## src/logic/wdw_defines.svh

```systemverilog
`ifndef WDW_DEFINES_SVH
`define WDW_DEFINES_SVH

// Register byte offsets
`define WDW_OFF_CTRL     8'h00
`define WDW_OFF_CLR      8'h04
`define WDW_OFF_SET      8'h08
`define WDW_OFF_INV      8'h0C
`define WDW_OFF_STAT     8'h10
`define WDW_OFF_MASK     8'h14

// Control register fields
`define WDW_BIT_ON       15
`define WDW_PS_HI        6
`define WDW_PS_LO        2
`define WDW_BIT_WIN      1
`define WDW_BIT_KICK     0
`define WDW_CTRL_RST     32'h0000_0000

// Status and mask fields
`define WDW_ST_W         3
`define WDW_ST_RESET     0
`define WDW_ST_WAKE      1
`define WDW_ST_EARLY     2
`define WDW_ST_RST       3'h0

// Counter shape: base prescale then 2^ps postscale
`define WDW_PRE_W        5
`define WDW_PRE_MAX      5'h1F
`define WDW_POST_W       20
`define WDW_PS_CAP       5'h13
`define WDW_WIN_SHIFT    2

`endif

```

## src/logic/wdw_pkg.sv

```systemverilog
package wdw_pkg;

  // One-hot write alias of the control register
  typedef enum logic [3:0] {
    WDW_AL_WR  = 4'h1,
    WDW_AL_CLR = 4'h2,
    WDW_AL_SET = 4'h4,
    WDW_AL_INV = 4'h8
  } wdw_alias_type;

endpackage

```

## src/logic/wdw_top.sv

```systemverilog
// The APB interface to the registers was decided locally.
`timescale 1ns/1ns
`include "wdw_defines.svh"

// How it works
// Enabled counter advances on low-power ticks; expiry without kick resets device.
// Postscaler field selects timeout length as base period times two to ps, with ps above 20 acting as 20.
// Expiry during Sleep or Idle wakes the device instead of resetting.
// Writing on bit starts watchdog; zero stops only a software-enabled one.
// On bit reads one whenever watchdog runs, by configuration or software.
// Bits 6..2 read-only shadow of postscale configuration, reloaded each reset.
// Bit 1 read/write window mode enable, reset zero.
// Writing one to bit 0 kicks the counter; zero does nothing.
// Control at offset zero; clear, set, invert aliases at 4, 8, C.
// Bits 31..16 and 14..7 of control always read zero.
// Software avoids register access the cycle after clearing on bit.
// In window mode a kick before the window opens resets the device.
// A kick also clears the postscaler, restarting a full period.
module wdw_top
  import wdw_pkg::*;
(
  input  wire logic        pclk,
  input  wire logic        presetn,
  input  wire logic        clk_en,
  input  wire logic        psel,
  input  wire logic        penable,
  input  wire logic        pwrite,
  input  wire logic [7:0]  paddr,
  input  wire logic [31:0] pwdata,
  output logic             pready,
  output logic [31:0]      prdata,
  output logic             pslverr,
  input  wire logic        cfg_enable,
  input  wire logic [4:0]  cfg_postscale,
  input  wire logic        low_power_rc_tick,
  input  wire logic        sleep_or_idle,
  output logic             device_reset_req,
  output logic             wake_req,
  output logic             irq
);

  // Alias write applied to the old control value
  function automatic logic [31:0] alias_apply(
    input wdw_alias_type al,
    input logic [31:0]   old_v,
    input logic [31:0]   wd
  );
    logic [31:0] r;
    r = old_v;
    case (al)
      WDW_AL_WR:  r = wd;
      WDW_AL_CLR: r = old_v & ~wd;
      WDW_AL_SET: r = old_v | wd;
      WDW_AL_INV: r = old_v ^ wd;
      default:    r = old_v;
    endcase
    return r;
  endfunction

  // Last postscale count of a period for a given field
  function automatic logic [`WDW_POST_W-1:0] post_limit(
    input logic [4:0] ps
  );
    logic [`WDW_POST_W-1:0] one;
    one = {{(`WDW_POST_W-1){1'b0}}, 1'b1};
    if (ps > `WDW_PS_CAP) begin
      return {`WDW_POST_W{1'b1}};
    end
    return (one << ps) - one;
  endfunction

  // State
  logic                   load_q;
  logic                   cfg_on_q;
  logic [4:0]             shadow_q;
  logic                   sw_on_q;
  logic                   win_q;
  logic [`WDW_PRE_W-1:0]  pre_q;
  logic [`WDW_POST_W-1:0] post_q;
  logic                   rst_q;
  logic                   wake_q;
  logic [`WDW_ST_W-1:0]   st_q;
  logic [`WDW_ST_W-1:0]   mask_q;
  logic [31:0]            rdata_q;
  logic [`WDW_ST_W-1:0]   rd_clr_q;

  // Bus decode
  wire setup_w  = clk_en & psel & ~penable;
  wire access_w = clk_en & psel & penable;
  wire hit_ctrl = paddr == `WDW_OFF_CTRL;
  wire hit_clr  = paddr == `WDW_OFF_CLR;
  wire hit_set  = paddr == `WDW_OFF_SET;
  wire hit_inv  = paddr == `WDW_OFF_INV;
  wire hit_stat = paddr == `WDW_OFF_STAT;
  wire hit_mask = paddr == `WDW_OFF_MASK;
  wire hit_al   = hit_clr | hit_set | hit_inv;
  wire hit_any  = hit_ctrl | hit_al | hit_stat | hit_mask;
  wire wr_w     = access_w & pwrite;
  wire ctrl_wr  = wr_w & (hit_ctrl | hit_al);
  // Aliases are write only, so reading them is refused
  wire bad_w    = ~hit_any | (~pwrite & hit_al);

  // Alias selection
  wdw_alias_type al_w;
  assign al_w = hit_clr ? WDW_AL_CLR :
                hit_set ? WDW_AL_SET :
                hit_inv ? WDW_AL_INV : WDW_AL_WR;

  // Control view and its updated value
  wire        on_w = cfg_on_q | sw_on_q;
  wire [31:0] ctrl_rd;
  assign ctrl_rd = {16'h0000, on_w, 8'h00,
                    shadow_q, win_q, 1'b0};
  wire [31:0] ctrl_nx = alias_apply(al_w, ctrl_rd, pwdata);
  wire        kick_w  = ctrl_wr & ctrl_nx[`WDW_BIT_KICK];

  // Counter, window and expiry
  wire [`WDW_POST_W-1:0] lim_w = post_limit(shadow_q);
  wire [`WDW_POST_W-1:0] open_w;
  assign open_w = lim_w - (lim_w >> `WDW_WIN_SHIFT);
  wire tick_w   = on_w & low_power_rc_tick;
  wire pwrap_w  = pre_q == `WDW_PRE_MAX;
  wire expire_w = tick_w & pwrap_w & (post_q == lim_w) & ~kick_w;
  wire early_w  = kick_w & win_q & on_w & (post_q < open_w);
  wire fire_w   = (expire_w & ~sleep_or_idle) | early_w;
  wire wake_w   = expire_w & sleep_or_idle;
  wire [`WDW_ST_W-1:0] ev_w = {early_w, wake_w,
                               expire_w & ~sleep_or_idle};

  // Read data selection
  wire [31:0] rd_w;
  assign rd_w = hit_ctrl ? ctrl_rd :
                hit_stat ? {29'h0, st_q} :
                hit_mask ? {29'h0, mask_q} : 32'h0000_0000;

  // Configuration capture right after reset release
  always_ff @(posedge pclk or negedge presetn) begin
    if (!presetn) begin
      load_q   <= 1'b1;
      cfg_on_q <= 1'b0;
      shadow_q <= 5'h00;
    end else if (clk_en && load_q) begin
      load_q   <= 1'b0;
      cfg_on_q <= cfg_enable;
      shadow_q <= cfg_postscale;
    end
  end

  // Software enable and window mode
  always_ff @(posedge pclk or negedge presetn) begin
    if (!presetn) begin
      sw_on_q <= 1'b0;
      win_q   <= 1'b0;
    end else if (ctrl_wr) begin
      sw_on_q <= ctrl_nx[`WDW_BIT_ON] & ~cfg_on_q;
      win_q   <= ctrl_nx[`WDW_BIT_WIN];
    end
  end

  // Prescale and postscale counters
  always_ff @(posedge pclk or negedge presetn) begin
    if (!presetn) begin
      pre_q  <= `WDW_PRE_MAX;
      post_q <= {`WDW_POST_W{1'b0}};
    end else if (clk_en) begin
      if (!on_w || kick_w || expire_w) begin
        pre_q  <= {`WDW_PRE_W{1'b0}};
        post_q <= {`WDW_POST_W{1'b0}};
      end else if (tick_w) begin
        pre_q <= pre_q + 1'b1;
        if (pwrap_w) begin
          post_q <= post_q + 1'b1;
        end
      end
    end
  end

  // Reset and wake pulses
  always_ff @(posedge pclk or negedge presetn) begin
    if (!presetn) begin
      rst_q  <= 1'b0;
      wake_q <= 1'b0;
    end else if (clk_en) begin
      rst_q  <= fire_w;
      wake_q <= wake_w;
    end
  end

  // Sticky status, set wins over read clear
  always_ff @(posedge pclk or negedge presetn) begin
    if (!presetn) begin
      st_q <= `WDW_ST_RST;
    end else if (clk_en) begin
      if (access_w && !pwrite && hit_stat) begin
        st_q <= (st_q & ~rd_clr_q) | ev_w;
      end else begin
        st_q <= st_q | ev_w;
      end
    end
  end

  // Mask register
  always_ff @(posedge pclk or negedge presetn) begin
    if (!presetn) begin
      mask_q <= `WDW_ST_RST;
    end else if (wr_w && hit_mask) begin
      mask_q <= pwdata[`WDW_ST_W-1:0];
    end
  end

  // Read data captured in the setup cycle
  always_ff @(posedge pclk or negedge presetn) begin
    if (!presetn) begin
      rdata_q  <= 32'h0000_0000;
      rd_clr_q <= `WDW_ST_RST;
    end else if (setup_w) begin
      rdata_q  <= pwrite ? 32'h0000_0000 : rd_w;
      rd_clr_q <= hit_stat ? st_q : `WDW_ST_RST;
    end
  end

  // Outputs
  assign pready        = clk_en;
  assign pslverr       = access_w & bad_w;
  assign prdata        = rdata_q;
  assign device_reset_req = rst_q;
  assign wake_req      = wake_q;
  assign irq           = |(st_q & mask_q);

  // Reference tick count since the last restart, for the period checks
  logic [31:0] ref_ticks_q;
  wire  [4:0]  ref_ps_w   = (shadow_q > `WDW_PS_CAP) ?
                            `WDW_PS_CAP + 5'h01 : shadow_q;
  wire  [31:0] ref_last_w = ((32'(`WDW_PRE_MAX) + 32'h1) << ref_ps_w)
                            - 32'h1;

  // Counts ticks apart from the split prescale and postscale pair
  always_ff @(posedge pclk or negedge presetn) begin
    if (!presetn) begin
      ref_ticks_q <= 32'h0000_0000;
    end else if (clk_en) begin
      if (!on_w || kick_w || expire_w) begin
        ref_ticks_q <= 32'h0000_0000;
      end else if (tick_w) begin
        ref_ticks_q <= ref_ticks_q + 32'h1;
      end
    end
  end
endmodule

```

## config.mk

```make
export PLATFORM = sky130hd
export DESIGN_NAME = wdw_top
export DESIGN_NICKNAME = d
export VERILOG_FILES = /design/src/logic/wdw_pkg.sv /design/src/logic/wdw_top.sv
export VERILOG_INCLUDE_DIRS = /design/src /design/src/logic
export SDC_FILE = /design/constraint.sdc
export NUM_CORES = 1
export LEC_CHECK = 0
export BUFFER_PORTS_ARGS = -buffer_cell sky130_fd_sc_hd__buf_2
export CAP_MARGIN = 20
export CORE_MARGIN = 4
export CORE_UTILIZATION = 45
export DETAILED_ROUTE_END_ITERATION = 8
export GPL_TIMING_DRIVEN = 0
export PLACE_DENSITY = 0.68
export SYNTH_ARGS = -nofsm -noshare
export SYNTH_HDL_FRONTEND = slang
export SYNTH_SLANG_ARGS = --single-unit
```

## constraint.sdc

```tcl
create_clock -name pclk -period 8.54 [get_ports pclk]
set_clock_uncertainty 0.2 [all_clocks]
set_input_delay 2.135 -clock pclk [delete_from_list [all_inputs] [get_ports pclk]]
set_output_delay 2.135 -clock pclk [all_outputs]
set_load 0.01 [all_outputs]
```

==> tab_implementation.tex <==
\begin{tabular}{lr}
\hline
Metric & Value \\
\hline
\multicolumn{2}{l}{\textbf{Status}} \\
\quad Status & completed \\
\multicolumn{2}{l}{\textbf{Clocking}} \\
\quad Clock-pin slew on the worst setup and hold paths & 0.10 ns \\
\quad Sinks on Clock Net & 53 \\
\quad CTS tree & built \\
\quad Setup repair bufs after CTS & 0 \\
\quad H-tree depth reported by CTS & 2 \\
\quad Number of buffers inserted for hold repair after clock tree synthesis & 0 \\
\quad Number of buffers on the longest clock path & 2 \\
\quad CTS Root Cell & sky130\_fd\_sc\_hd\_\_clkbuf\_8 \\
\quad Cts bufs inserted & 5 \\
\quad Number of gates resized after CTS & 0 \\
\quad Clock latency at the later pin of the worst-skew pair & just over 0.3 ns \\
\multicolumn{2}{l}{\textbf{Worst setup path}} \\
\quad Cell family contributing the most delay on the critical path & compound AO/OA/AOI/OAI gates \\
\quad CP Launch Type & flop \\
\quad Type of the worst setup path & reg -> reg \\
\quad Sum of buffers and inverters on the critical path & 5 \\
\quad CP Max Fanout & 10 \\
\quad Cell with the biggest individual delay on the critical path & sky130\_fd\_sc\_hd\_\_dfrtp\_1 \\
\quad Most common cell type on the critical path & sky130\_fd\_sc\_hd\_\_a21oi\_1 \\
\quad Delay of the slowest cell on the worst path & about 0.45 ns \\
\quad Category of the worst setup path capture point & flop \\
\quad Crit path required time & 8.59 ns \\
\quad Arrival time at the worst endpoint & roughly 6.7 ns \\
\multicolumn{2}{l}{\textbf{Layout}} \\
\quad Fraction of layout instances using a drive strength above 1 & roughly 17\% \\
\quad Final-stage net count & 782 \\
\quad Number of diodes & 0 \\
\quad Multi-input gate area in the final layout & roughly 0.0033 sq mm \\
\quad Final design instance area without fill & around 0.0056 sq mm \\
\quad Area added between synthesis and finish & 11.4\% \\
\quad Number of fill cells & just over 1000 \\
\quad Area of all sequential standard cells & around 0.0013 sq mm \\
\multicolumn{2}{l}{\textbf{Place}} \\
\quad DPL Wire Length & $\sim$11000 um \\
\quad Gp weighted congestion & between 0.9 and 1 \\
\quad Number of port buffers & 35 \\
\quad Placed inst area & between 0.005 and 0.006 sq mm \\
\multicolumn{2}{l}{\textbf{Routing}} \\
\quad Initial drt markers & between 200 and 300 \\
\quad Ratio of routed vias to standard cells & roughly 5.7 \\
\quad Aggregate routed wire length & 13600 um \\
\quad First drt pass iteration count & 5 \\
\quad Routed via count & around 4700 \\
\quad Residual DRC count & 0 \\
\quad Detailed-route wire length per cell & 16.5 um \\
\quad Antenna viol nets, final & 0 \\
\multicolumn{2}{l}{\textbf{Yosys}} \\
\quad Netlist Area Pre-Place & around 0.0050 sq mm \\
\quad Warnings from Yosys & 0 \\
\quad Most instantiated library cell after synthesis & sky130\_fd\_sc\_hd\_\_nor2\_1 \\
\quad Synthesis-stage register bit count & between 50 and 60 \\
\quad Top FF cell, synth & sky130\_fd\_sc\_hd\_\_dfrtp\_1 \\
\quad Sequential fraction of the synthesis area & around a quarter \\
\quad Post-synthesis async set-or-reset flop share & 100\% \\
\quad Biggest area consumer among synthesized cells & sky130\_fd\_sc\_hd\_\_dfrtp\_1 \\
\quad Distinct cells, synth & between 70 and 80 \\
\quad Average size of a mapped cell & 8.19 sq um \\
\quad Leading post-synthesis cells by cell area & sky130\_fd\_sc\_hd\_\_dfrtp\_1 (23\%), sky130\_fd\_sc\_hd\_\_ha\_1 (11\%), sky130\_fd\_sc\_hd\_\_buf\_4 (4.5\%) \\
\quad Count of flip-flops with a built-in enable after synthesis & 0 \\
\quad Share of Yosys cell area claimed by the top area cell type & 23.3\% \\
\quad Cells after Synth & between 600 and 700 \\
\quad Synth top cells by count & sky130\_fd\_sc\_hd\_\_nor2\_1 (49), sky130\_fd\_sc\_hd\_\_dfrtp\_1 (47), sky130\_fd\_sc\_hd\_\_ha\_1 (45), sky130\_fd\_sc\_hd\_\_nand2\_1 (44), sky130\_fd\_sc\_hd\_\_inv\_1 (40) \\
\multicolumn{2}{l}{\textbf{GRT}} \\
\quad Maximum number of pins on one net before global-route repair & 31 \\
\quad Overflow left after global routing & 0 \\
\quad GR Util All Layers & about 21\% \\
\quad First-pass GRT wire length & about 23000 um \\
\quad Antenna violations before repair & 0 \\
\quad Via count of the first global-routing pass & roughly 4500 \\
\multicolumn{2}{l}{\textbf{Timing}} \\
\quad Max-Slew Margin vs Limit & 52.1\% \\
\quad RSZ-0062 raised after global routing & false \\
\quad Clock period minus final worst setup slack & between 6 and 7 ns \\
\quad Slew Viols, Final & 0 \\
\quad Worst slew pin tran & roughly 0.7 ns \\
\quad Highest Clock Rate & approximately 0.15 GHz \\
\quad Count of endpoints failing setup in the final report & 0 \\
\quad Number of hold-slack violations in the final timing report & 0 \\
\quad Setup TNS & 0 ns \\
\quad Post-route fraction of the period consumed by the critical path & between 70 and 80\% \\
\multicolumn{2}{l}{\textbf{Die}} \\
\quad Std-Cell Core Area & about 0.011 sq mm \\
\quad Initial Utilization & $\sim$46\% \\
\quad IO Count & around 90 \\
\quad Width of the die & approximately 110 um \\
\quad Die ar. & 0.0130 sq mm \\
\quad Overall die height & $\sim$110 um \\
\quad Num rows & 38 \\
\multicolumn{2}{l}{\textbf{Power}} \\
\quad Proportion of total power due to net switching & 23.4\% \\
\quad Sequential share of power & 54.0\% \\
\quad Portion of total power attributed to the clock network & a little over a third \\
\quad Net switching power & between 0.0001 and 0.00015 W \\
\quad Power per cell area & approximately 83 mW/mm\^{}2 \\
\quad Maximum VDD drop & about 0.00010 V \\
\quad Lkg Pwr & 2.71 nW \\
\quad Internal power of the cells & 0.000358 W \\
\quad Part of the power in combinational logic & 9.4\% \\
\multicolumn{2}{l}{\textbf{Run}} \\
\quad Max-cap violation count & 0 \\
\multicolumn{2}{l}{\textbf{Min path}} \\
\quad Worst min path class & reg -> reg \\
\hline
\end{tabular}
[registers in the layout (all words and copies together) (netlist names)]
signal and cells:
st_q 3, wake_req 1, pre_q 5, device_reset_req 1, load_q 1, win_q 1, cfg_on_q 1, prdata 8
mask_q 3, post_q 20, sw_on_q 1, rd_clr_q 3, shadow_q 5
[layer usage]
| metal | vias up | GRT usage [%] | share of wire, % |
|---|---|---|---|
| met5 | - | 0 | 0 |
| met4 | 0 | 6.41 | 2.4 |
| met3 | 23 | 2.76 | 6.9 |
| met2 | 161 | 34.4 | 46 |
| met1 | 2224 | 30.4 | 44 |
| li1 | 2282 | - | - |
[layout make-up]
type,instances,area share [%]
inverter,41,2.74
multi-input combinational,491,58.6
buffer,53,6.22
clock inverter,2,0.691
sequential,53,23.8
timing repair buffer,37,3.57
clock buffer,6,1.29
tap,140,3.12
[cells by family (layout without fill, tap and decap cells)]
kind of cell    Yosys count  in the layout  synth area share [%]
simple gates            221            221                  23.1
buf+inv                  94            139                  9.98
mux                      13             13                  2.81
compound gates          150            150                  19.6
other cells               1             24                0.0744
xor+xnor                 37             37                  6.43
fa+ha+maj                46             46                  11.6
flops                    53             53                  26.5
[per-stage QoR]
| step | hold WS, ns | cells | worst slack (ns) | utilization [%] | total power (W) |
|---|---|---|---|---|---|
| floorplan | 0.266 | 638 | 3.28 | - | 0.000285 |
| global placement | 0.259 | 813 | 2.10 | 50.3 | 0.000300 |
| detailed placement | 0.268 | 814 | 2.05 | 50.5 | 0.000302 |
| CTS | 0.290 | 822 | 1.99 | 51.5 | 0.000472 |
| global route | 0.307 | 823 | 1.37 | 51.5 | 0.000488 |
| finish | 0.286 | 823 | 1.94 | 51.5 | 0.000468 |
[power by group through the flow]
stage	logic [W]	registers (W)	clock network [W]
2_1_floorplan	0.0000272	0.000257	0
3_3_place_gp	0.0000419	0.000258	0
3_5_place_dp	0.0000439	0.000258	0
4_1_cts	0.0000440	0.000253	0.000175
5_1_grt	0.0000495	0.000253	0.000186
6_report	0.0000441	0.000253	0.000171
[worst reg2reg max path: cells and delay by family, from the launching register on]
family	cells	cell delay [ns]
and+or+nand+nor	5	1.57
AOI/OAI and AO/OA	15	2.65
DFF	1	0.45
xor gates and xnor gates	1	0.16
buffers and inverters	5	0.79
adders and majority gates	3	0.72
[worst paths after layout]
check	slack [ns]	cells past startpoint	from	endpoint
max in group asynchronous	5.97	2	presetn	post_q[9]
hold / removal	0.29	2	prdata[2]	prdata[2]
hold reg to reg	0.29	2	prdata[2]	prdata[2]
setup / recovery	1.94	29	shadow_q[3]	device_reset_req
min in group asynchronous	1.60	1	presetn	win_q
setup reg to reg	1.94	29	shadow_q[3]	device_reset_req
[cells in the final DEF, fill, tap and decap left out, types with 16 or more instances in the layout]
| cell | n |
|---|---|
| sky130_fd_sc_hd__nor2_1 | 49 |
| sky130_fd_sc_hd__dfrtp_1 | 47 |
| sky130_fd_sc_hd__ha_1 | 45 |
| sky130_fd_sc_hd__nand2_1 | 44 |
| sky130_fd_sc_hd__buf_2 | 41 |
| sky130_fd_sc_hd__inv_1 | 40 |
| sky130_fd_sc_hd__o21ai_0 | 39 |
| sky130_fd_sc_hd__a21oi_1 | 36 |
| sky130_fd_sc_hd__buf_4 | 30 |
| sky130_fd_sc_hd__nand3_1 | 24 |
| sky130_fd_sc_hd__conb_1 | 24 |
| sky130_fd_sc_hd__xnor2_1 | 21 |
| sky130_fd_sc_hd__nor3_1 | 21 |
| sky130_fd_sc_hd__xor2_1 | 16 |
Note: power is estimated with default switching activity, not from simulation.
